## src/pkg/pfc_pkg.sv

```systemverilog
// ****************************************
// packet format configuration constants
// ****************************************
package pfc_pkg;

	// register offsets
	localparam logic [7:0] OFS_PREAMBLE_HIGH_SYNC_LENGTH = 8'h2B;
	localparam logic [7:0] OFS_PREAMBLE_LENGTH_LOW = 8'h2C;
	localparam logic [7:0] OFS_LENGTH_ADDRESS_OPTIONS = 8'h2D;
	localparam logic [7:0] OFS_FRAME_FORMAT_RX_PATH = 8'h2E;
	localparam logic [7:0] OFS_CODING_LENGTH_OPTIONS = 8'h2F;
	localparam logic [7:0] OFS_CRC_AND_TX_OPTIONS = 8'h30;
	localparam int REG_COUNT = 6;

	// reset values, in offset order
	localparam logic [7:0] RST_PREAMBLE_HIGH_SYNC_LENGTH = 8'h80;
	localparam logic [7:0] RST_PREAMBLE_LENGTH_LOW = 8'h10;
	localparam logic [7:0] RST_LENGTH_ADDRESS_OPTIONS = 8'h00;
	localparam logic [7:0] RST_FRAME_FORMAT_RX_PATH = 8'h20;
	localparam logic [7:0] RST_CODING_LENGTH_OPTIONS = 8'h00;
	localparam logic [7:0] RST_CRC_AND_TX_OPTIONS = 8'h2C;

	// writable bits; all others read as zero
	localparam logic [7:0] MSK_PREAMBLE_HIGH_SYNC_LENGTH = 8'hFF;
	localparam logic [7:0] MSK_PREAMBLE_LENGTH_LOW = 8'hFF;
	localparam logic [7:0] MSK_LENGTH_ADDRESS_OPTIONS = 8'h88;
	localparam logic [7:0] MSK_FRAME_FORMAT_RX_PATH = 8'hFF;
	localparam logic [7:0] MSK_CODING_LENGTH_OPTIONS = 8'h3F;
	localparam logic [7:0] MSK_CRC_AND_TX_OPTIONS = 8'hFF;

	// field positions
	localparam int POS_SYNC_BIT_COUNT_LSB = 2;
	localparam int POS_PREAMBLE_HIGH_LSB = 0;
	localparam int POS_LENGTH_FIELD_BYTES = 7;
	localparam int POS_ADDRESS_INCLUDE = 3;
	localparam int POS_FRAME_FORMAT_LSB = 6;
	localparam int POS_RX_PATH_LSB = 4;
	localparam int POS_SYMBOL_SWAP = 3;
	localparam int POS_BIT_ORDER = 2;
	localparam int POS_PREAMBLE_SEL_LSB = 0;
	localparam int POS_FRAME_CHECK_TYPE = 5;
	localparam int POS_CODE_OR_STOP = 4;
	localparam int POS_INTERLEAVE_OR_START = 3;
	localparam int POS_THREE_OF_SIX = 2;
	localparam int POS_MANCHESTER = 1;
	localparam int POS_LENGTH_VARIABLE = 0;
	localparam int POS_CRC_MODE_LSB = 5;

	// frame formats
	localparam logic [1:0] FMT_BASIC = 2'h0;
	localparam logic [1:0] FMT_IEEE_4G = 2'h1;
	localparam logic [1:0] FMT_UART_OTA = 2'h2;
	localparam logic [1:0] FMT_STACK = 2'h3;

	// receive data paths
	localparam logic [1:0] RXP_PACKET = 2'h0;
	localparam logic [1:0] RXP_FIFO = 2'h1;
	localparam logic [1:0] RXP_PIN = 2'h2;

	// crc modes and polynomials
	localparam logic [2:0] CRC_NONE = 3'h0;
	localparam logic [2:0] CRC_P8 = 3'h1;
	localparam logic [2:0] CRC_P16A = 3'h2;
	localparam logic [2:0] CRC_P16B = 3'h3;
	localparam logic [2:0] CRC_P24 = 3'h4;
	localparam logic [2:0] CRC_P32 = 3'h5;
	localparam logic [35:0] POLY_P8 = 36'h000000007;
	localparam logic [35:0] POLY_P16A = 36'h000008005;
	localparam logic [35:0] POLY_P16B = 36'h000001021;
	localparam logic [35:0] POLY_P24 = 36'h000864CBF;
	localparam logic [35:0] POLY_P32 = 36'h04C011BB7;
	localparam logic [5:0] WID_P8 = 6'h08;
	localparam logic [5:0] WID_P16 = 6'h10;
	localparam logic [5:0] WID_P24 = 6'h18;
	localparam logic [5:0] WID_P32 = 6'h20;

	// decoded framing configuration
	typedef struct packed {
		logic [5:0] sync_bit_count;
		logic [9:0] preamble_pair_count;
		logic length_field_bytes;
		logic address_field_include;
		logic [1:0] frame_format;
		logic [1:0] rx_path;
		logic four_level_symbol_map_swap;
		logic lsb_first;
		logic [1:0] preamble_pattern;
		logic frame_check_type_hdr;
		logic fec_recursive;
		logic interleave_enable;
		logic uart_stop_level;
		logic uart_start_level;
		logic three_of_six_enable;
		logic manchester_enable;
		logic length_mode_variable;
		logic crc_enable;
		logic [5:0] crc_width;
		logic [35:0] crc_poly;
	} pfc_cfg_type;

endpackage

```

## src/rtl/pfc_top.sv

```systemverilog
// How it works
// - the preamble pair count is ten bits, top two from 0x2B bits 1:0, low eight from 0x2C.
// - bit 7 of 0x2D picks a one byte (0) or two byte (1) length field.
// - bit 3 of 0x2D adds an address field to sent frames and expects one in received frames.
// - bits 7:6 of 0x2E pick basic, 802.15.4g, uart over the air or stack framing.
// - bits 5:4 of 0x2E route receive data to the packet handler, the fifo or a pin.
// - bit 3 of 0x2E swaps the mapping of bit pairs onto the four fsk symbols.
// - bit 2 of 0x2E picks msb first or lsb first bit order.
// - bits 1:0 of 0x2E pick the alternating preamble pattern.
// - bit 5 of 0x2F gives the frame check type written into the 802.15.4g header.
// - bit 4 of 0x2F is the fec code type in 802.15.4g and the stop bit level in uart framing.
// - bit 3 of 0x2F enables interleaving in 802.15.4g and is the start bit level in uart framing.
// - bit 2 of 0x2F turns on 3-out-of-6 coding in both directions.
// - bit 1 of 0x2F turns on manchester coding in both directions.
// - bit 0 of 0x2F picks fixed or variable length, and variable length needs the length width set first.
// - bits 7:5 of 0x30 pick no crc or one of five crc polynomials.
// - bits 7:2 of 0x2B hold the sync field length in bits.
`timescale 1ns/1ns
`default_nettype none

module pfc_top (
	input wire logic ref_clk_i,
	input wire logic rst_b_i,
	input wire logic [7:0] reg_addr_i,
	input wire logic reg_wr_i,
	input wire logic [7:0] reg_wdata_i,
	input wire logic reg_rd_i,
	output logic [7:0] reg_rdata_o,
	output logic reg_rvalid_o,
	output pfc_pkg::pfc_cfg_type cfg_o,
	output logic length_cfg_error_o
);

	// ****************************************
	// helpers
	// ****************************************

	// offset to storage slot, plus hit flag
	function automatic logic [3:0] slot_of(input logic [7:0] addr);
		logic [3:0] r;
		r = 4'h0;
		unique case (addr)
			pfc_pkg::OFS_PREAMBLE_HIGH_SYNC_LENGTH: r = 4'h8;
			pfc_pkg::OFS_PREAMBLE_LENGTH_LOW: r = 4'h9;
			pfc_pkg::OFS_LENGTH_ADDRESS_OPTIONS: r = 4'hA;
			pfc_pkg::OFS_FRAME_FORMAT_RX_PATH: r = 4'hB;
			pfc_pkg::OFS_CODING_LENGTH_OPTIONS: r = 4'hC;
			pfc_pkg::OFS_CRC_AND_TX_OPTIONS: r = 4'hD;
			default: r = 4'h0;
		endcase
		return r;
	endfunction

	// writable mask of a slot
	function automatic logic [7:0] mask_of(input logic [2:0] idx);
		logic [7:0] m;
		m = 8'h00;
		unique case (idx)
			3'h0: m = pfc_pkg::MSK_PREAMBLE_HIGH_SYNC_LENGTH;
			3'h1: m = pfc_pkg::MSK_PREAMBLE_LENGTH_LOW;
			3'h2: m = pfc_pkg::MSK_LENGTH_ADDRESS_OPTIONS;
			3'h3: m = pfc_pkg::MSK_FRAME_FORMAT_RX_PATH;
			3'h4: m = pfc_pkg::MSK_CODING_LENGTH_OPTIONS;
			3'h5: m = pfc_pkg::MSK_CRC_AND_TX_OPTIONS;
			default: m = 8'h00;
		endcase
		return m;
	endfunction

	// ****************************************
	// register storage
	// ****************************************

	logic [7:0] regs_q [pfc_pkg::REG_COUNT];
	logic [3:0] wr_slot;
	logic [3:0] rd_slot;
	pfc_pkg::pfc_cfg_type cfg_d;
	pfc_pkg::pfc_cfg_type cfg_q;
	logic [7:0] r2b;
	logic [7:0] r2c;
	logic [7:0] r2d;
	logic [7:0] r2e;
	logic [7:0] r2f;
	logic [7:0] r30;

	// offset decode and per-offset views of the storage
	assign wr_slot = slot_of(reg_addr_i);
	assign rd_slot = slot_of(reg_addr_i);
	assign r2b = regs_q[0];
	assign r2c = regs_q[1];
	assign r2d = regs_q[2];
	assign r2e = regs_q[3];
	assign r2f = regs_q[4];
	assign r30 = regs_q[5];

	// register writes, reserved bits dropped
	always_ff @(posedge ref_clk_i or negedge rst_b_i) begin
		if (!rst_b_i) begin
			regs_q[0] <= pfc_pkg::RST_PREAMBLE_HIGH_SYNC_LENGTH;
			regs_q[1] <= pfc_pkg::RST_PREAMBLE_LENGTH_LOW;
			regs_q[2] <= pfc_pkg::RST_LENGTH_ADDRESS_OPTIONS;
			regs_q[3] <= pfc_pkg::RST_FRAME_FORMAT_RX_PATH;
			regs_q[4] <= pfc_pkg::RST_CODING_LENGTH_OPTIONS;
			regs_q[5] <= pfc_pkg::RST_CRC_AND_TX_OPTIONS;
		end else if (reg_wr_i && wr_slot[3]) begin
			regs_q[wr_slot[2:0]] <= reg_wdata_i & mask_of(wr_slot[2:0]);
		end
	end

	// read port, unmapped offsets read zero
	always_ff @(posedge ref_clk_i or negedge rst_b_i) begin
		if (!rst_b_i) begin
			reg_rdata_o <= 8'h00;
			reg_rvalid_o <= 1'b0;
		end else begin
			reg_rvalid_o <= reg_rd_i;
			if (reg_rd_i && rd_slot[3]) begin
				reg_rdata_o <= regs_q[rd_slot[2:0]] & mask_of(rd_slot[2:0]);
			end else begin
				reg_rdata_o <= 8'h00;
			end
		end
	end

	// ****************************************
	// field decode
	// ****************************************

	// framing configuration from stored fields
	always_comb begin
		cfg_d = '0;
		cfg_d.sync_bit_count = r2b[pfc_pkg::POS_SYNC_BIT_COUNT_LSB +: 6];
		cfg_d.preamble_pair_count = {r2b[pfc_pkg::POS_PREAMBLE_HIGH_LSB +: 2], r2c};
		cfg_d.length_field_bytes = r2d[pfc_pkg::POS_LENGTH_FIELD_BYTES];
		cfg_d.address_field_include = r2d[pfc_pkg::POS_ADDRESS_INCLUDE];
		cfg_d.frame_format = r2e[pfc_pkg::POS_FRAME_FORMAT_LSB +: 2];
		cfg_d.rx_path = r2e[pfc_pkg::POS_RX_PATH_LSB +: 2];
		cfg_d.four_level_symbol_map_swap = r2e[pfc_pkg::POS_SYMBOL_SWAP];
		cfg_d.lsb_first = r2e[pfc_pkg::POS_BIT_ORDER];
		cfg_d.preamble_pattern = r2e[pfc_pkg::POS_PREAMBLE_SEL_LSB +: 2];
		cfg_d.frame_check_type_hdr = r2f[pfc_pkg::POS_FRAME_CHECK_TYPE];
		cfg_d.three_of_six_enable = r2f[pfc_pkg::POS_THREE_OF_SIX];
		cfg_d.manchester_enable = r2f[pfc_pkg::POS_MANCHESTER];
		cfg_d.length_mode_variable = r2f[pfc_pkg::POS_LENGTH_VARIABLE];
		// shared bits split by frame format, idle levels otherwise
		if (cfg_d.frame_format == pfc_pkg::FMT_IEEE_4G) begin
			cfg_d.fec_recursive = r2f[pfc_pkg::POS_CODE_OR_STOP];
			cfg_d.interleave_enable = r2f[pfc_pkg::POS_INTERLEAVE_OR_START];
		end
		if (cfg_d.frame_format == pfc_pkg::FMT_UART_OTA) begin
			cfg_d.uart_stop_level = r2f[pfc_pkg::POS_CODE_OR_STOP];
			cfg_d.uart_start_level = r2f[pfc_pkg::POS_INTERLEAVE_OR_START];
		end
		// crc polynomial; codes 6 and 7 behave as no crc
		unique case (r30[pfc_pkg::POS_CRC_MODE_LSB +: 3])
			pfc_pkg::CRC_P8: begin
				cfg_d.crc_enable = 1'b1;
				cfg_d.crc_width = pfc_pkg::WID_P8;
				cfg_d.crc_poly = pfc_pkg::POLY_P8;
			end
			pfc_pkg::CRC_P16A: begin
				cfg_d.crc_enable = 1'b1;
				cfg_d.crc_width = pfc_pkg::WID_P16;
				cfg_d.crc_poly = pfc_pkg::POLY_P16A;
			end
			pfc_pkg::CRC_P16B: begin
				cfg_d.crc_enable = 1'b1;
				cfg_d.crc_width = pfc_pkg::WID_P16;
				cfg_d.crc_poly = pfc_pkg::POLY_P16B;
			end
			pfc_pkg::CRC_P24: begin
				cfg_d.crc_enable = 1'b1;
				cfg_d.crc_width = pfc_pkg::WID_P24;
				cfg_d.crc_poly = pfc_pkg::POLY_P24;
			end
			pfc_pkg::CRC_P32: begin
				cfg_d.crc_enable = 1'b1;
				cfg_d.crc_width = pfc_pkg::WID_P32;
				cfg_d.crc_poly = pfc_pkg::POLY_P32;
			end
			default: begin
				cfg_d.crc_enable = 1'b0;
				cfg_d.crc_width = 6'h00;
				cfg_d.crc_poly = 36'h000000000;
			end
		endcase
	end

	// registered configuration outputs
	always_ff @(posedge ref_clk_i or negedge rst_b_i) begin
		if (!rst_b_i) begin
			cfg_q <= '0;
		end else begin
			cfg_q <= cfg_d;
		end
	end

	assign cfg_o = cfg_q;

	// variable length without two byte width flagged
	always_ff @(posedge ref_clk_i or negedge rst_b_i) begin
		if (!rst_b_i) begin
			length_cfg_error_o <= 1'b0;
		end else begin
			length_cfg_error_o <= cfg_d.length_mode_variable & ~cfg_d.length_field_bytes;
		end
	end

	// ****************************************
	// checks
	// ****************************************

	preamble_count_a: assert property (@(posedge ref_clk_i) disable iff (!rst_b_i)
		reg_wr_i && reg_addr_i == pfc_pkg::OFS_PREAMBLE_LENGTH_LOW
		|-> ##2 cfg_o.preamble_pair_count[7:0] == $past(reg_wdata_i, 2))
		else $error("preamble low count not applied");

	preamble_high_a: assert property (@(posedge ref_clk_i) disable iff (!rst_b_i)
		reg_wr_i && reg_addr_i == pfc_pkg::OFS_PREAMBLE_HIGH_SYNC_LENGTH
		|-> ##2 cfg_o.preamble_pair_count[9:8] == $past(reg_wdata_i[1:0], 2))
		else $error("preamble high count not applied");

	sync_length_a: assert property (@(posedge ref_clk_i) disable iff (!rst_b_i)
		reg_wr_i && reg_addr_i == pfc_pkg::OFS_PREAMBLE_HIGH_SYNC_LENGTH
		|-> ##2 cfg_o.sync_bit_count == $past(reg_wdata_i[7:2], 2))
		else $error("sync length not applied");

	length_width_a: assert property (@(posedge ref_clk_i) disable iff (!rst_b_i)
		reg_wr_i && reg_addr_i == pfc_pkg::OFS_LENGTH_ADDRESS_OPTIONS
		|-> ##2 cfg_o.length_field_bytes == $past(reg_wdata_i[7], 2)
		&& cfg_o.address_field_include == $past(reg_wdata_i[3], 2))
		else $error("length or address option not applied");

	format_fields_a: assert property (@(posedge ref_clk_i) disable iff (!rst_b_i)
		reg_wr_i && reg_addr_i == pfc_pkg::OFS_FRAME_FORMAT_RX_PATH
		|-> ##2 {cfg_o.frame_format, cfg_o.rx_path, cfg_o.four_level_symbol_map_swap,
		cfg_o.lsb_first, cfg_o.preamble_pattern} == $past(reg_wdata_i, 2))
		else $error("format byte not applied");

	uart_levels_a: assert property (@(posedge ref_clk_i) disable iff (!rst_b_i)
		cfg_o.frame_format != pfc_pkg::FMT_UART_OTA |-> !cfg_o.uart_stop_level && !cfg_o.uart_start_level)
		else $error("uart level outside uart framing");

	fec_gating_a: assert property (@(posedge ref_clk_i) disable iff (!rst_b_i)
		reg_wr_i && reg_addr_i == pfc_pkg::OFS_CODING_LENGTH_OPTIONS && r2e[7:6] == pfc_pkg::FMT_IEEE_4G
		&& !(reg_wr_i && reg_addr_i == pfc_pkg::OFS_FRAME_FORMAT_RX_PATH)
		##1 !(reg_wr_i && reg_addr_i == pfc_pkg::OFS_FRAME_FORMAT_RX_PATH)
		&& !(reg_wr_i && reg_addr_i == pfc_pkg::OFS_CODING_LENGTH_OPTIONS)
		|-> ##1 cfg_o.fec_recursive == $past(reg_wdata_i[4], 2)
		&& cfg_o.interleave_enable == $past(reg_wdata_i[3], 2))
		else $error("fec options not applied in 802.15.4g");

	coding_bits_a: assert property (@(posedge ref_clk_i) disable iff (!rst_b_i)
		reg_wr_i && reg_addr_i == pfc_pkg::OFS_CODING_LENGTH_OPTIONS
		|-> ##2 cfg_o.three_of_six_enable == $past(reg_wdata_i[2], 2)
		&& cfg_o.manchester_enable == $past(reg_wdata_i[1], 2)
		&& cfg_o.frame_check_type_hdr == $past(reg_wdata_i[5], 2))
		else $error("coding options not applied");

	length_error_a: assert property (@(posedge ref_clk_i) disable iff (!rst_b_i)
		$rose(cfg_o.length_mode_variable) && !cfg_o.length_field_bytes |-> length_cfg_error_o)
		else $error("variable length with one byte width not flagged");

	crc_select_a: assert property (@(posedge ref_clk_i) disable iff (!rst_b_i)
		reg_wr_i && reg_addr_i == pfc_pkg::OFS_CRC_AND_TX_OPTIONS && reg_wdata_i[7:5] == pfc_pkg::CRC_P16A
		|-> ##2 cfg_o.crc_enable && cfg_o.crc_poly == pfc_pkg::POLY_P16A && cfg_o.crc_width == pfc_pkg::WID_P16)
		else $error("crc polynomial select wrong");

	reserved_zero_a: assert property (@(posedge ref_clk_i) disable iff (!rst_b_i)
		reg_rd_i && reg_addr_i == pfc_pkg::OFS_LENGTH_ADDRESS_OPTIONS |=> (reg_rdata_o & 8'h77) == 8'h00)
		else $error("reserved bits read nonzero");

	// crc select for every code but P16A, which is checked above
	crc_none_a: assert property (@(posedge ref_clk_i) disable iff (!rst_b_i)
		reg_wr_i && reg_addr_i == pfc_pkg::OFS_CRC_AND_TX_OPTIONS
		&& (reg_wdata_i[7:5] == pfc_pkg::CRC_NONE || reg_wdata_i[7:5] > pfc_pkg::CRC_P32)
		|-> ##2 !cfg_o.crc_enable && cfg_o.crc_width == 6'h00 && cfg_o.crc_poly == 36'h000000000)
		else $error("crc not off for codes without a polynomial");

	crc_p8_a: assert property (@(posedge ref_clk_i) disable iff (!rst_b_i)
		reg_wr_i && reg_addr_i == pfc_pkg::OFS_CRC_AND_TX_OPTIONS && reg_wdata_i[7:5] == pfc_pkg::CRC_P8
		|-> ##2 cfg_o.crc_enable && cfg_o.crc_poly == pfc_pkg::POLY_P8 && cfg_o.crc_width == pfc_pkg::WID_P8)
		else $error("crc eight bit select wrong");

	crc_p16b_a: assert property (@(posedge ref_clk_i) disable iff (!rst_b_i)
		reg_wr_i && reg_addr_i == pfc_pkg::OFS_CRC_AND_TX_OPTIONS && reg_wdata_i[7:5] == pfc_pkg::CRC_P16B
		|-> ##2 cfg_o.crc_enable && cfg_o.crc_poly == pfc_pkg::POLY_P16B && cfg_o.crc_width == pfc_pkg::WID_P16)
		else $error("crc second sixteen bit select wrong");

	crc_p24_a: assert property (@(posedge ref_clk_i) disable iff (!rst_b_i)
		reg_wr_i && reg_addr_i == pfc_pkg::OFS_CRC_AND_TX_OPTIONS && reg_wdata_i[7:5] == pfc_pkg::CRC_P24
		|-> ##2 cfg_o.crc_enable && cfg_o.crc_poly == pfc_pkg::POLY_P24 && cfg_o.crc_width == pfc_pkg::WID_P24)
		else $error("crc twenty four bit select wrong");

	crc_p32_a: assert property (@(posedge ref_clk_i) disable iff (!rst_b_i)
		reg_wr_i && reg_addr_i == pfc_pkg::OFS_CRC_AND_TX_OPTIONS && reg_wdata_i[7:5] == pfc_pkg::CRC_P32
		|-> ##2 cfg_o.crc_enable && cfg_o.crc_poly == pfc_pkg::POLY_P32 && cfg_o.crc_width == pfc_pkg::WID_P32)
		else $error("crc thirty two bit select wrong");

	// mode-shared bits of the coding register
	fec_idle_a: assert property (@(posedge ref_clk_i) disable iff (!rst_b_i)
		cfg_o.frame_format != pfc_pkg::FMT_IEEE_4G
		|-> !cfg_o.fec_recursive && !cfg_o.interleave_enable)
		else $error("fec option outside 802.15.4g framing");

	uart_apply_a: assert property (@(posedge ref_clk_i) disable iff (!rst_b_i)
		reg_wr_i && reg_addr_i == pfc_pkg::OFS_CODING_LENGTH_OPTIONS && r2e[7:6] == pfc_pkg::FMT_UART_OTA
		&& !(reg_wr_i && reg_addr_i == pfc_pkg::OFS_FRAME_FORMAT_RX_PATH)
		##1 !(reg_wr_i && reg_addr_i == pfc_pkg::OFS_FRAME_FORMAT_RX_PATH)
		&& !(reg_wr_i && reg_addr_i == pfc_pkg::OFS_CODING_LENGTH_OPTIONS)
		|-> ##1 cfg_o.uart_stop_level == $past(reg_wdata_i[4], 2)
		&& cfg_o.uart_start_level == $past(reg_wdata_i[3], 2))
		else $error("uart levels not applied in uart framing");

	// defaults decoded one edge after reset release
	reset_decode_a: assert property (@(posedge ref_clk_i) disable iff (!rst_b_i)
		$rose(rst_b_i) |-> ##1 cfg_o.preamble_pair_count
		== {pfc_pkg::RST_PREAMBLE_HIGH_SYNC_LENGTH[1:0], pfc_pkg::RST_PREAMBLE_LENGTH_LOW}
		&& cfg_o.sync_bit_count == pfc_pkg::RST_PREAMBLE_HIGH_SYNC_LENGTH[7:2])
		else $error("reset defaults not decoded");

	// ****************************************
	// read port checks
	// ****************************************

	read_answer_a: assert property (@(posedge ref_clk_i) disable iff (!rst_b_i)
		reg_rd_i |=> reg_rvalid_o)
		else $error("read not answered one cycle later");

	read_idle_a: assert property (@(posedge ref_clk_i) disable iff (!rst_b_i)
		!reg_rd_i |=> !reg_rvalid_o && reg_rdata_o == 8'h00)
		else $error("read data not cleared without a read");

	unmapped_zero_a: assert property (@(posedge ref_clk_i) disable iff (!rst_b_i)
		reg_rd_i && !rd_slot[3] |=> reg_rvalid_o && reg_rdata_o == 8'h00)
		else $error("unmapped offset read nonzero");

	reserved_top_a: assert property (@(posedge ref_clk_i) disable iff (!rst_b_i)
		reg_rd_i && reg_addr_i == pfc_pkg::OFS_CODING_LENGTH_OPTIONS |=> reg_rdata_o[7:6] == 2'h0)
		else $error("reserved coding bits read nonzero");

endmodule // pfc_top

`default_nettype wire

```

## config.mk

```make
export PLATFORM = sky130hd
export DESIGN_NAME = pfc_top
export DESIGN_NICKNAME = d
export VERILOG_FILES = /design/src/pkg/pfc_pkg.sv /design/src/rtl/pfc_top.sv
export SDC_FILE = /design/constraint.sdc
export NUM_CORES = 1
export LEC_CHECK = 0
export BUFFER_PORTS_ARGS = -buffer_cell sky130_fd_sc_hd__buf_2
export CAP_MARGIN = 20
export CORE_MARGIN = 1
export CORE_UTILIZATION = 29
export CTS_CLUSTER_SIZE = 30
export DETAILED_ROUTE_END_ITERATION = 12
export PLACE_DENSITY = 0.61
export SYNTH_ARGS = -nofsm -noshare
export SYNTH_HDL_FRONTEND = slang
export SYNTH_SLANG_ARGS = --single-unit
```

## constraint.sdc

```tcl
create_clock -name ref_clk_i -period 3.9 [get_ports ref_clk_i]
set_clock_uncertainty 0.2 [all_clocks]
set_input_delay 0.39 -clock ref_clk_i [delete_from_list [all_inputs] [get_ports ref_clk_i]]
set_output_delay 0.39 -clock ref_clk_i [all_outputs]
set_load 0.05 [all_outputs]
```

Word level (Yosys, flattened, before mapping)
Index checks and enable logic that the tools add are counted.

Word-level logic and storage cells: 73. Output and inout bits: 87. Flip-flop bits (word level): 135. Input bits: 20.

Order comparisons: 2. Bitwise gates (word level): 5. Reduce and logical (&&, ||, !) cells: 5. Equality and inequality tests: 18. Multiplexer cells: 14.

Operators by type and width (number): one-hot mux 43 bit (5 select lines) (1); bitwise mux 48 bit (1); equality test 8 x 6 -> 1 bit, second input constant (6); two-way mux 8 bit (6); binary-select mux 8 bit (select 3 bit) (1); demux 8 bit (select 3 bit) (1); one-hot mux 4 bit (6 select lines) (1); one-hot mux 8 bit (3 select lines) (1); bitwise AND 8 bit (2); equality test 3 x 2 -> 1 bit, second input constant (4); equality test 3 bit, second input constant (4); equality test 3 x 1 -> 1 bit, second input constant (2); greater-or-equal comparator 4 bit, second input constant (1); less-than comparator 4 x 1 -> 1 bit, second input constant (1); two-way mux 2 bit (2); NOT 3 -> 4 bit (1); OR reduction 4 bit (1); logical AND 1 bit (3); zero test 3 bit (1); equality test 2 x 1 -> 1 bit, second input constant (1); equality test 2 bit, second input constant (1); bitwise AND 1 bit (1); NOT 1 bit (1).

Logic depth before layout (Yosys ltp)
Gate-level depths: netlist (run 1).

Depth in word-level cells: 8. Depth in mapped cells: 8. Mapped depth without buffers: 5.

Worst setup path before layout (run 1)
No wires, ideal clock.

Path type: input-to-reg. From: in reg_addr_i[1]. To: reg regs_q, in the netlist r2c[0]. Stages on the path: 7. Path buffers: 2. Slack: 1.622 ns. Setup time: 0.125 ns. Arrival time: 1.953 ns. Required time: 3.575 ns. Cells stage by stage: buf_2 > or4b_4 > o22ai_4 > nand2_4 > and3_1 > buf_6 > mux2_4.

Cells in the longest elaborated chain, start to end: 8. Elaborated cells between the ends (all ways): 25. Classes of those cells: order compare: 2; eq/ne: 11; mux: 6; bitwise: 2; reduce/logical: 4.

Ends and longest elaborated chain: start, declared (RTL line pfc_top.sv:24) `input wire logic [7:0] reg_addr_i,`; equality test 8 x 6 -> 1 bit (RTL line pfc_top.sv:42) `unique case (addr)`; one-hot mux 4 bit (6 select lines) (*) (RTL line pfc_top.sv:42); NOT 3 -> 4 bit (not written as such) (tied with other cells) (RTL line pfc_top.sv:106) `regs_q[wr_slot[2:0]] <= reg_wdata_i & mask_of(wr_slot[2:0]);`; greater-or-equal comparator 4 bit (not written as such) (tied with other cells) (RTL line pfc_top.sv:106); logical AND 1 bit (not written as such) or one-hot mux 8 bit (3 select lines) (tied branches) (RTL line pfc_top.sv:106, pfc_top.sv:58); two-way mux 8 bit (on tied branches) (RTL line pfc_top.sv:106, pfc_top.sv:105); demux 8 bit (select 3 bit) or bitwise AND 8 bit (tied branches) (RTL line pfc_top.sv:106); bitwise mux 48 bit (RTL line pfc_top.sv:106); end signal, assigned by index (RTL line pfc_top.sv:106); end, declared (RTL line pfc_top.sv:74) `logic [7:0] regs_q [pfc_pkg::REG_COUNT];`.

Every way passes the cells marked *; elsewhere a longest branch is shown, timed or not. The select of a mux whose other input is x is not followed. A chain may end at the register's enable or synchronous reset.

Final worst setup path (run 1)
From: in reg_addr_i[7]. To: reg regs_q, in the netlist r2d[3].

Same word-level chain as after synthesis.

==> results by group, run 1 <==
Global route
  • Vias in the first global route: approximately 2600
  • Initial antenna violation count: 0
  • Largest net degree at the start of global routing: 82
  • First-pass GRT wire length: 14200 um
  • Total track usage: 0.131
  • Grt ovf: 0

Drt
  • Initial DRC Count: ~200
  • Routed WL: 9010 um
  • DR vias/cell: about 4.5
  • Final ANT Viol Nets: 0
  • Post-DR wirelength/cell: 15.8 um
  • Via count: 2591
  • Pre-Repair DR Iteration Count: 4
  • DRC viols: 0

Job
  • Max-cap violations: 0

Logic synthesis
  • Post-Synthesis Cells: 310
  • Synth area leaders: dfrtp_1 57%, buf_4 6.0%, mux2_2 6.0%
  • Async SR Flop Fraction: 1.00
  • Post-synth EDFFs: 0
  • Top_reg_cell synth: dfrtp_1
  • Most frequent cell after synthesis: dfrtp_1
  • Sequential area share after synthesis: 0.608
  • Mapped Area: 4130 sq um
  • Top cells by count, synth: 94 x dfrtp_1, 33 x buf_4, 22 x mux2_2
  • Dominant cell type by area after synthesis: dfrtp_1
  • Synth Warn #: 0
  • Synth top area share: 0.570
  • Synthesized flop and latch total: 100
  • Yosys cell types: 51
  • Syn_area_per_cell: 13.3 sq um

Clocking
  • CTS H-tree lvls: 3
  • Clock-pin slew on the worst setup and hold paths: 0.07 ns
  • Root Buffer Master: clkbuf_16
  • # Post-CTS Setup Buffers: 0
  • CTS tree: yes
  • TritonCTS buffer count: 9
  • CTS Sinks: 100
  • Insertion delay of the later-clocked pin in the worst-skew pair: about 0.34 ns
  • CTS max path bufs: 2

Floorplan
  • Number of core rows: 43
  • Die width: 121 um
  • Core Area: around 14000 sq um
  • Die ar.: 14700 sq um
  • Initial Util: 0.297
  • DIE HEIGHT: 121 um
  • # IOs: roughly 110

Critical path
  • WP data required: between 3 and 4 ns
  • R2r startpoint: r30[6]$_DFFE_PN0P_
  • Critical path class: primary input to register
  • Cells along the critical path: buf_2 -> or3b_1 -> nor2_2 -> nand2_1 -> nor3_2 -> mux2_2
  • Crit path max-delay family: simple AND/OR/NAND/NOR gates
  • Max incr delay on CP: 0.58 ns
  • Crit end category: register
  • Worst-path fanout max: 15
  • CP Buf/Inv Count: 1
  • Slowest cell on the critical path: nor2_2
  • Worst EP arrival: 2.60 ns
  • Startpoint type of the worst setup path: primary input
  • Setup crit start: reg_addr_i[7]

Placed design
  • Pre-CTS WS: 1.02 ns
  • Routability Congestion: between 0.8 and 0.9
  • Half-perimeter wire length after placement: 6510 um
  • Port bufs: 88

Pwr
  • Highest ir drop seen on vdd: 205 uV
  • Pwr Density: 462 nW/um^2
  • Leakage power: between 2 and 3 nW

Worst hold path
  • Worst Hold Class: primary input to register
  • Hold Path Origin: reg_wdata_i[1]

Final layout
  • FILL cells: approximately 1400
  • Antenna Cells: 0
  • Share of cells above drive strength 1: 0.383
  • P&R area growth vs syn: 18.8%
  • Final nets: 410

Timing
  • Fin crit share: 0.662
  • Max Freq: between 300 and 400 MHz
  • Unrepaired setup endpoints after global routing: false
  • Max_slew headroom: 0.483
  • Final max-slew violation count: 0
  • Setup-failing EPs final: 0
  • Final Hold Fails: 0
  • Worst setup margin: 1.32 ns
  • Slew @ Worst Pin: 0.772 ns
  • Final TNS setup: 0 ns
  • Tmin final: 2.58 ns

Status
  • Status: finished clean
-- timing repair --
item                                   4_1_cts  5_1_grt
gates resized for setup                      0        0
endpoints found under the hold margin        1       74
hold buffers                                 1        1
setup endpoints to repair                    0        0
-- final cells by class --
type,instances,area [sq um],area share
flip-flops and latches,100,2510,0.512
multi-input cells,179,1360,0.277
inverters,5,18.8,0.00383
well taps,180,225,0.0460
repair buffers,92,498,0.102
clock inverters,5,57.6,0.0117
clock buffers,11,233,0.0475
-- flip-flops by register name, indices dropped and copies added, names as in the netlist --
register	cells
cfg_o	45
r2b	8
r2c	8
r2e	8
r30	8
reg_rdata_o	8
r2d	7
r2f	6
length_cfg_error_o	1
reg_rvalid_o	1
-- metrics by stage --
| step | hold slack (ns) | area, sq um | utilization | instances | power (mW) |
|---|---|---|---|---|---|
| global placement | 0.190 | 4560 | 0.329 | 553 | 1.41 |
| global route | 0.0817 | 4900 | 0.353 | 572 | 2.36 |
| detailed placement | 0.187 | 4560 | 0.329 | 553 | 1.41 |
| floorplan | -0.106 | 4190 | - | 327 | 1.35 |
| CTS | 0.0513 | 4860 | 0.350 | 570 | 2.29 |
| finish | 0.0950 | 4900 | 0.353 | 572 | 2.27 |
-- cell usage in the layout (no fill, tap or decap), types with 8 or more instances in the layout --
cell type	Yosys	layout
dfrtp_1	94	94
buf_2	2	87
mux2_2	22	22
conb_1	1	18
nand2_1	15	15
a21oi_1	9	9
clkbuf_16	0	9
o211ai_1	8	8
mux2_4	8	8
mux2_1	8	8
-- worst paths after layout --
check	end	slack, ns	depth (start not counted)
worst max-delay path	r2d[3]$_DFFE_PN0P_	1.32	6
worst min-delay path	r2f[1]$_DFFE_PN0P_	0.09	2
worst max register to register	cfg_o[2]$_DFF_PN0_	2.04	5
worst min register to register	cfg_o[75]$_DFF_PN0_	0.20	0
max in group asynchronous	cfg_o[12]$_DFF_PN0_	2.42	4
min in group asynchronous	length_cfg_error_o$_DFF_PN0_	0.22	2
-- logic make-up after synthesis --
logic type,count (synthesis),synth area share
AO/OA/AOI/OAI,55,0.0967
adder cells (fa/ha/maj),3,0.00910
buffers and inverters,48,0.0779
flip-flops,100,0.608
multiplexers,38,0.111
other,1,0.000909
AND/OR/NAND/NOR,65,0.0961
-- per-layer routing --
layer / track usage / up-vias / wire [um]
li1: - / 1197 / -
met1: 0.166 / 1281 / 3880
met2: 0.208 / 101 / 4330
met3: 0.0324 / 12 / 605
met4: 0.0586 / 0 / 190
met5: 0 / - / 0
-- where the power goes --
part           switching, mW  leakage, nW  internal, mW  total (mW)
registers             0.0301         1.36          1.09        1.12
clock network          0.370        0.144         0.500       0.870
logic                  0.208         1.05        0.0713       0.280
total                  0.609         2.55          1.66        2.27
No activity file was read; power rests on OpenSTA's default activity.
==> run 2: changes to the inputs <==
Settings changed: ABC_AREA set to 1.
Clock period 3.9 ns to 2.41 ns, I/O delays scaled along.
==> run 2 against run 1 <==
The flow now finishes with violations (DRC). Routed wire length is 8.7% higher. Core utilization is essentially flat. Highest routed layer unchanged. Worst setup slack worse by 0.60 ns. Critical path type unchanged. Via count up 22%. Sequential share of layout area shrank 2.8 points. Die area increased by 7.0%. Total power up 69%. Clock power is 67% higher. Sequential power is 63% higher.
==> results by group, run 2 <==
Pwr
  • Pwr Density: 737 nW/um^2 (+59%)
  • Leakage power: 2.69 nW (+5.7%)
  • Highest ir drop seen on vdd: 377 uV (+84%)

Clocking
  • Clock-pin slew on the worst setup and hold paths: 0.07 ns (about the same)
  • Insertion delay of the later-clocked pin in the worst-skew pair: 0.34 ns (about the same)
  • Root Buffer Master: clkbuf_16
  • CTS Sinks: 100 (unchanged)
  • CTS H-tree lvls: 3 (unchanged)
  • Post-CTS Resized: 0 (unchanged)
  • CTS tree: yes
  • TritonCTS buffer count: 9 (unchanged)
  • CTS max path bufs: 2 (unchanged)

Logic synthesis
  • Adder-Cell Fraction of Synth Area: 0.00849 (-0.000607)
  • Most frequent cell after synthesis: nand2_1
  • Post-Synthesis Cells: 447 (+44%)
  • Top cells by count, synth: 97 x nand2_1, 94 x dfrtp_1, 48 x inv_1
  • Syn_area_per_cell: 9.89 sq um (-26%)
  • Compound-cell area share of the yosys netlist: 0.0707 (-0.0260)
  • Synth Warn #: 0 (unchanged)
  • Mapped Area: 4420 sq um (+7.2%)
  • Simple-Gate Fraction of Synth Area: 0.232 (+0.136)
  • Multiplexer share of the synthesized area: 0 (-0.111)
  • Top_reg_cell synth: dfrtp_1
  • Post-Synth XOR/XNOR Area: 0 (unchanged)
  • Dominant cell type by area after synthesis: dfrtp_1
  • Post-synth EDFFs: 0 (unchanged)
  • Synth area leaders: dfrtp_1 53%, nand2_1 8.2%, buf_4 5.4%
  • Yosys cell types: 32 (-37%)
  • Sequential area share after synthesis: 0.568 (-0.0406)
  • Synthesized flop and latch total: 100 (unchanged)
  • Combinational family with the most area after synthesis: simple AND/OR/NAND/NOR gates
  • Async SR Flop Fraction: 1.00 (unchanged)
  • Synth top area share: 0.532 (-0.0381)

Drt
  • Routed WL: 9800 um (+8.7%)
  • Final ANT Viol Nets: 0 (unchanged)
  • Post-DR wirelength/cell: 13.7 um (-13%)
  • Pre-Repair DR Iteration Count: 9 (+5)
  • Initial DRC Count: 198 (-1.5%)
  • DRC viols: 11 (+11)
  • DR vias/cell: 4.40 (-2.8%)
  • Via count: 3157 (+22%)

Critical path
  • Setup crit start: reg_addr_i[4]
  • Worst EP arrival: 1.73 ns (-0.87 ns)
  • R2r startpoint: r30[6]$_DFFE_PN0P_
  • WP data required: 2.45 ns (-1.47 ns)
  • Crit end category: register
  • Critical path class: primary input to register
  • Worst-path fanout max: 18 (+3)
  • Startpoint type of the worst setup path: primary input

Global route
  • Largest net degree at the start of global routing: 48 (-41%)
  • Vias in the first global route: 3088 (+17%)
  • Total track usage: 0.131 (+0.000340)
  • Grt ovf: 0 (unchanged)
  • Initial antenna violation count: 0 (unchanged)
  • First-pass GRT wire length: 16000 um (+13%)

Timing
  • Max_slew headroom: 0.589 (+0.106)
  • Unrepaired setup endpoints after global routing: false
  • Final max-slew violation count: 0 (unchanged)
  • Max Freq: 592 MHz
  • Hold Worst Slack: 0.0820 ns (-0.0130 ns)
  • Final Hold Fails: 0 (unchanged)
  • Setup-failing EPs final: 0 (unchanged)
  • Fin crit share: 0.701
  • Slew @ Worst Pin: 0.617 ns (-0.155 ns)
  • Tmin final: 1.69 ns
  • Final TNS setup: 0 ns (unchanged)

Worst hold path
  • Worst Hold Class: primary input to register
  • Hold Path Origin: reg_wdata_i[6]

Status
  • Status: finished, violations left
  • Failing checks: DRC

Placed design
  • Routability Congestion: 0.825 (-0.49%)
  • Port bufs: 88 (unchanged)
  • Half-perimeter wire length after placement: 7280 um (+12%)
  • Placed Instances: 698 (+26%)
  • Placed inst area: 4850 sq um (+6.3%)

Final layout
  • Antenna Cells: 0 (unchanged)
  • Finished Core Util: 0.353 (about the same)
  • Register Area: 2510 sq um (unchanged)
  • Design Area, Final: 5190 sq um (+5.8%)
  • Most frequent cells in the layout: 97 x nand2_1, 94 x dfrtp_1, 87 x buf_2
  • Final nets: 551 (+34%)
  • P&R area growth vs syn: 17.3%
  • Final Instance Count excl. Fillers: 717 (+25%)
  • FILL cells: 1466 (+5.9%)
  • Area of the multi-input gates: 1450 sq um (+6.4%)
  • Share of cells above drive strength 1: 0.298 (-0.0843)
  • Commonest non-fill, non-tap cell in the layout: nand2_1
  • Max reg flops: 45 (unchanged)

Floorplan
  • Initial Util: 0.301 (+0.00354)
  • # IOs: 107 (unchanged)
  • Core Area: 14700 sq um (+5.9%)
  • Number of core rows: 44 (+2.3%)
  • Die width: 125 um (+3.5%)
  • DIE HEIGHT: 125 um (+3.5%)
  • Die ar.: 15700 sq um (+7.0%)

Job
  • Max-cap violations: 0 (unchanged)
-- run 2: cell types whose count changed after synthesis, moves of 15 or more --
cell,before,now
nand2_1,15,97
inv_1,5,48
nor2_1,4,33
nand3_1,2,25
mux2_2,22,0
o21ai_0,7,26
o21ai_2,0,15
-- run 2: where the power goes --
part / total, mW / switching, mW / internal, mW
registers: 1.83 / 0.0561 / 1.78
clock network: 1.45 / 0.616 / 0.837
logic: 0.536 / 0.416 / 0.121
total: 3.82 / 1.09 / 2.74
-- run 2: cell type report --
cell class | count | area share
multi-input combinational | 271 | 0.279
timing repair buffer | 95 | 0.0970
clock inverter | 5 | 0.0118
sequential | 100 | 0.484
inverter | 51 | 0.0374
clock buffer | 11 | 0.0468
tap | 184 | 0.0444
-- run 2: final timing paths --
check | end | slack [ns] | depth (start not counted)
setup / recovery | reg_rdata_o[5]$_DFF_PN0_ | 0.72 | 12
hold / removal | r2b[6]$_DFFE_PN0P_ | 0.08 | 3
setup reg to reg | cfg_o[12]$_DFF_PN0_ | 0.78 | 5
hold reg to reg | cfg_o[51]$_DFF_PN0_ | 0.20 | 0
max in group asynchronous | r2c[4]$_DFFE_PN1P_ | 1.02 | 3
min in group asynchronous | cfg_o[46]$_DFF_PN0_ | 0.26 | 2
-- run 2: metal layers --
| layer | part of all wire | GRT usage |
|---|---|---|
| met4 | 0.015 | 0.0395 |
| met5 | 0 | 0 |
| met1 | 0.46 | 0.179 |
| met2 | 0.46 | 0.206 |
| met3 | 0.057 | 0.0300 |
-- run 2: critical path, cell delays in order --
cell and delay, ns:
buf_2 0.11, inv_1 0.05, nand2_1 0.07, nor2_4 0.17
nand2_1 0.21, nand2_8 0.23, nor2_8 0.07, nand2_4 0.10
nand2_2 0.09, nor2_4 0.15, nand2_1 0.07, nor2_1 0.16
-- run 2: timing repair --
action	in CTS	in global routing
setup buffers	0	0
endpoints found under the hold margin	41	0
hold buffers	3	0
endpoints found under the setup margin	0	0
-- run 2: per-stage QoR --
step                      worst slack, ns  power [mW]
after floorplan                     0.760        2.26
after global placement              0.419        2.40
after detailed placement            0.386        2.40
after CTS                           0.740        3.87
after global routing                0.575        3.98
final                               0.721        3.82
-- run 2: cells by family after synthesis --
kind of cell,Yosys count
and+or+nand+nor,199
DFF,100
buffers and inverters,93
AOI/OAI and AO/OA,51
adders and majority gates,3
other,1
==> run 3: changes to the inputs <==
Settings changed: ABC_AREA 1 to 0, PLACE_DENSITY 0.61 to 0.63.
Clock period 2.41 ns to 1.43 ns, I/O delays scaled along.
==> run 3 against run 2 <==
The run ends with setup timing left. Via count decreased by 8.2%. Worst hold slack got worse by 0.062 ns. Total power up 69%. Global-route usage rose by 1.5 points. Critical endpoint is now r2e[4]$_DFFE_PN0P_. Largest cell class unchanged.
==> results by group, run 3 (synthesis results as in run 1) <==
Status
  • Failing checks: setup timing
  • Status: finished, violations left

Critical path
  • Slack of the worst reg-to-reg path: 0 ns (-0.78 ns)
  • Slowest cell on the critical path: or4b_4
  • R2r startpoint: r30[7]$_DFFE_PN0P_
  • Worst r2r dst: cfg_o[39]$_DFF_PN0_
  • Startpoint type of the worst setup path: primary input
  • CP Buf/Inv Count: 2 (unchanged)
  • Max incr delay on CP: 0.56 ns (+0.33 ns)
  • R2R cell count: 3 (-2)
  • Crit path max-delay family: simple AND/OR/NAND/NOR gates
  • Critical path class: primary input to register
  • WP data required: 1.46 ns (-0.99 ns)
  • Cells along the critical path: buf_6 -> or4b_4 -> o22ai_4 -> and2_4 -> nor3_4 -> buf_12 -> mux2_4
  • Worst EP arrival: 1.68 ns (-0.05 ns)
  • Crit end category: register
  • Worst-path fanout max: 6 (-12)

Clocking
  • Insertion delay of the later-clocked pin in the worst-skew pair: 0.35 ns (about the same)
  • Clock-pin slew on the worst setup and hold paths: 0.07 ns (about the same)
  • TritonCTS buffer count: 9 (unchanged)
  • CTS H-tree lvls: 3 (unchanged)
  • Root Buffer Master: clkbuf_16
  • CTS tree: yes
  • CTS Sinks: 100 (unchanged)
  • CTS max path bufs: 2 (unchanged)

Placed design
  • Routability Congestion: 0.824 (-0.17%)
  • Half-perimeter wire length after placement: 7370 um (+1.3%)
  • Port bufs: 88 (unchanged)
  • Placed Instances: 601 (-14%)

Final layout
  • Final Instance Count excl. Fillers: 640 (-11%)
  • Max reg flops: 45 (unchanged)
  • Share of cells above drive strength 1: 0.580 (+0.282)
  • FILL cells: 1279 (-13%)
  • Finished Core Util: 0.427 (+0.0740)
  • Area of the multi-input gates: 1680 sq um (+17%)
  • Register Area: 2510 sq um (unchanged)
  • P&R area growth vs syn: 43.6%
  • Commonest non-fill, non-tap cell in the layout: dfrtp_1
  • Final nets: 478 (-13%)
  • Most frequent cells in the layout: 94 x dfrtp_1, 70 x buf_2, 50 x buf_4
  • Antenna Cells: 0 (unchanged)

Drt
  • Final ANT Viol Nets: 0 (unchanged)
  • DR vias/cell: 4.53 (+2.9%)
  • Via count: 2899 (-8.2%)
  • Routed WL: 10500 um (+6.7%)
  • DRC viols: 0 (-11)
  • Initial DRC Count: 133 (-33%)
  • Pre-Repair DR Iteration Count: 4 (-5)
  • Post-DR wirelength/cell: 16.3 um (+20%)

Timing
  • Tmin final: 1.65 ns
  • Max Freq: 607 MHz
  • Worst setup margin: -0.218 ns (-0.939 ns)
  • Final Hold Fails: 0 (unchanged)
  • Hold Worst Slack: 0.0200 ns (-0.0620 ns)
  • Slew @ Worst Pin: 0.535 ns (-0.0815 ns)
  • Fin crit share: 1.15
  • Unrepaired setup endpoints after global routing: true
  • Final max-slew violation count: 0 (unchanged)
  • Max_slew headroom: 0.640 (+0.0511)
  • Setup-failing EPs final: 44 (+44)

Pwr
  • Total power: 6.48 mW (+69%)
  • Leakage power: 3.00 nW (+11%)
  • Highest ir drop seen on vdd: 675 uV (+79%)
  • Pwr Density: 1090 nW/um^2 (+48%)

Global route
  • First-pass GRT wire length: 16000 um (-0.43%)
  • Largest net degree at the start of global routing: 34 (-29%)
  • Total track usage: 0.146 (+0.0155)
  • Grt ovf: 0 (unchanged)
  • Initial antenna violation count: 0 (unchanged)
  • Vias in the first global route: 2962 (-4.1%)

Floorplan
  • Die ar.: 14700 sq um (-6.6%)
  • # IOs: 107 (unchanged)
  • Core Area: 13900 sq um (-5.6%)
  • DIE HEIGHT: 121 um (-3.3%)
  • Die width: 121 um (-3.3%)
  • Initial Util: 0.297 (-0.00354)
  • Number of core rows: 43 (-2.3%)

Worst hold path
  • Hold Path Origin: reg_addr_i[0]
  • Worst Hold Depth: 5 (+2)
  • Worst Hold Class: primary input to register
  • Hold EP: reg_rdata_o[6]$_DFF_PN0_

Job
  • Max-cap violations: 0 (unchanged)
## run 3: changes by cell type in the layout (fill, tap and decap cells not counted), moves of 17 or more
cell | before | now
nand2_1 | 97 | 6
buf_4 | 5 | 50
inv_1 | 48 | 3
nor2_1 | 33 | 2
nand3_1 | 25 | 0
mux2_4 | 0 | 24
o21ai_0 | 26 | 4
buf_6 | 0 | 20
buf_2 | 87 | 70
## run 3: worst max-delay path by stage
| stage | start | endpoint | slack (ns) | depth (start not counted) |
|---|---|---|---|---|
| global placement | reg_addr_i[2] | reg_rdata_o[7]$_DFF_PN0_ | -0.66 | 7 |
| floorplan | reg_addr_i[0] | r2c[0]$_DFFE_PN0P_ | -0.58 | 7 |
| detailed placement | reg_addr_i[2] | reg_rdata_o[7]$_DFF_PN0_ | -0.72 | 7 |
| global route | reg_addr_i[6] | r2d[3]$_DFFE_PN0P_ | -0.25 | 7 |
| CTS | reg_addr_i[1] | r2c[6]$_DFFE_PN0P_ | -0.24 | 7 |
| finish | reg_addr_i[0] | r2e[4]$_DFFE_PN0P_ | -0.22 | 7 |
## run 3: tightest hold or removal path, cell delays in order
cell,delay (ns)
buf_6,0.07
buf_4,0.15
a31oi_1,0.06
o221ai_2,0.06
a21oi_2,0.05
## run 3: layout make-up
cell class	count	share of cell area
sequential	100	0.424
multi-input combinational	179	0.284
timing repair buffer	160	0.199
clock buffer	9	0.0380
tap	180	0.0380
clock inverter	7	0.0127
inverter	5	0.00401
## run 3: power breakdown
group	internal, mW	switching, mW
combinational	0.338	0.638
sequential	2.96	0.0804
clock	1.37	1.09
total	4.67	1.81
## run 3: per-layer routing
metal	part of all wire	GRT usage	up-vias	routed length (um)
met5	0	0	-	0
met1	0.43	0.181	1444	4510
met4	0.020	0.0625	0	206
met3	0.047	0.0277	20	495
li1	-	-	1338	-
met2	0.50	0.248	97	5240
## run 3: stage by stage
step / setup WS [ns] / instance area [sq um] / setup TNS, ns
finish: -0.218 / 5920 / -6.62
global route: -0.245 / 5920 / -8.09
CTS: -0.236 / 5720 / -6.77
detailed placement: -0.720 / 5040 / -29.70
global placement: -0.663 / 5040 / -28.55
floorplan: -0.578 / 4350 / -18.92
## run 3: timing repair
item | 4_1_cts | 5_1_grt
endpoints found under the setup margin | 54 | 69
pin swaps | 23 | 16
setup buffers | 9 | 7
hold endpoints to repair | 112 | 0
hold buffers | 9 | 0
cloned | 0 | 1
resized for setup | 53 | 52
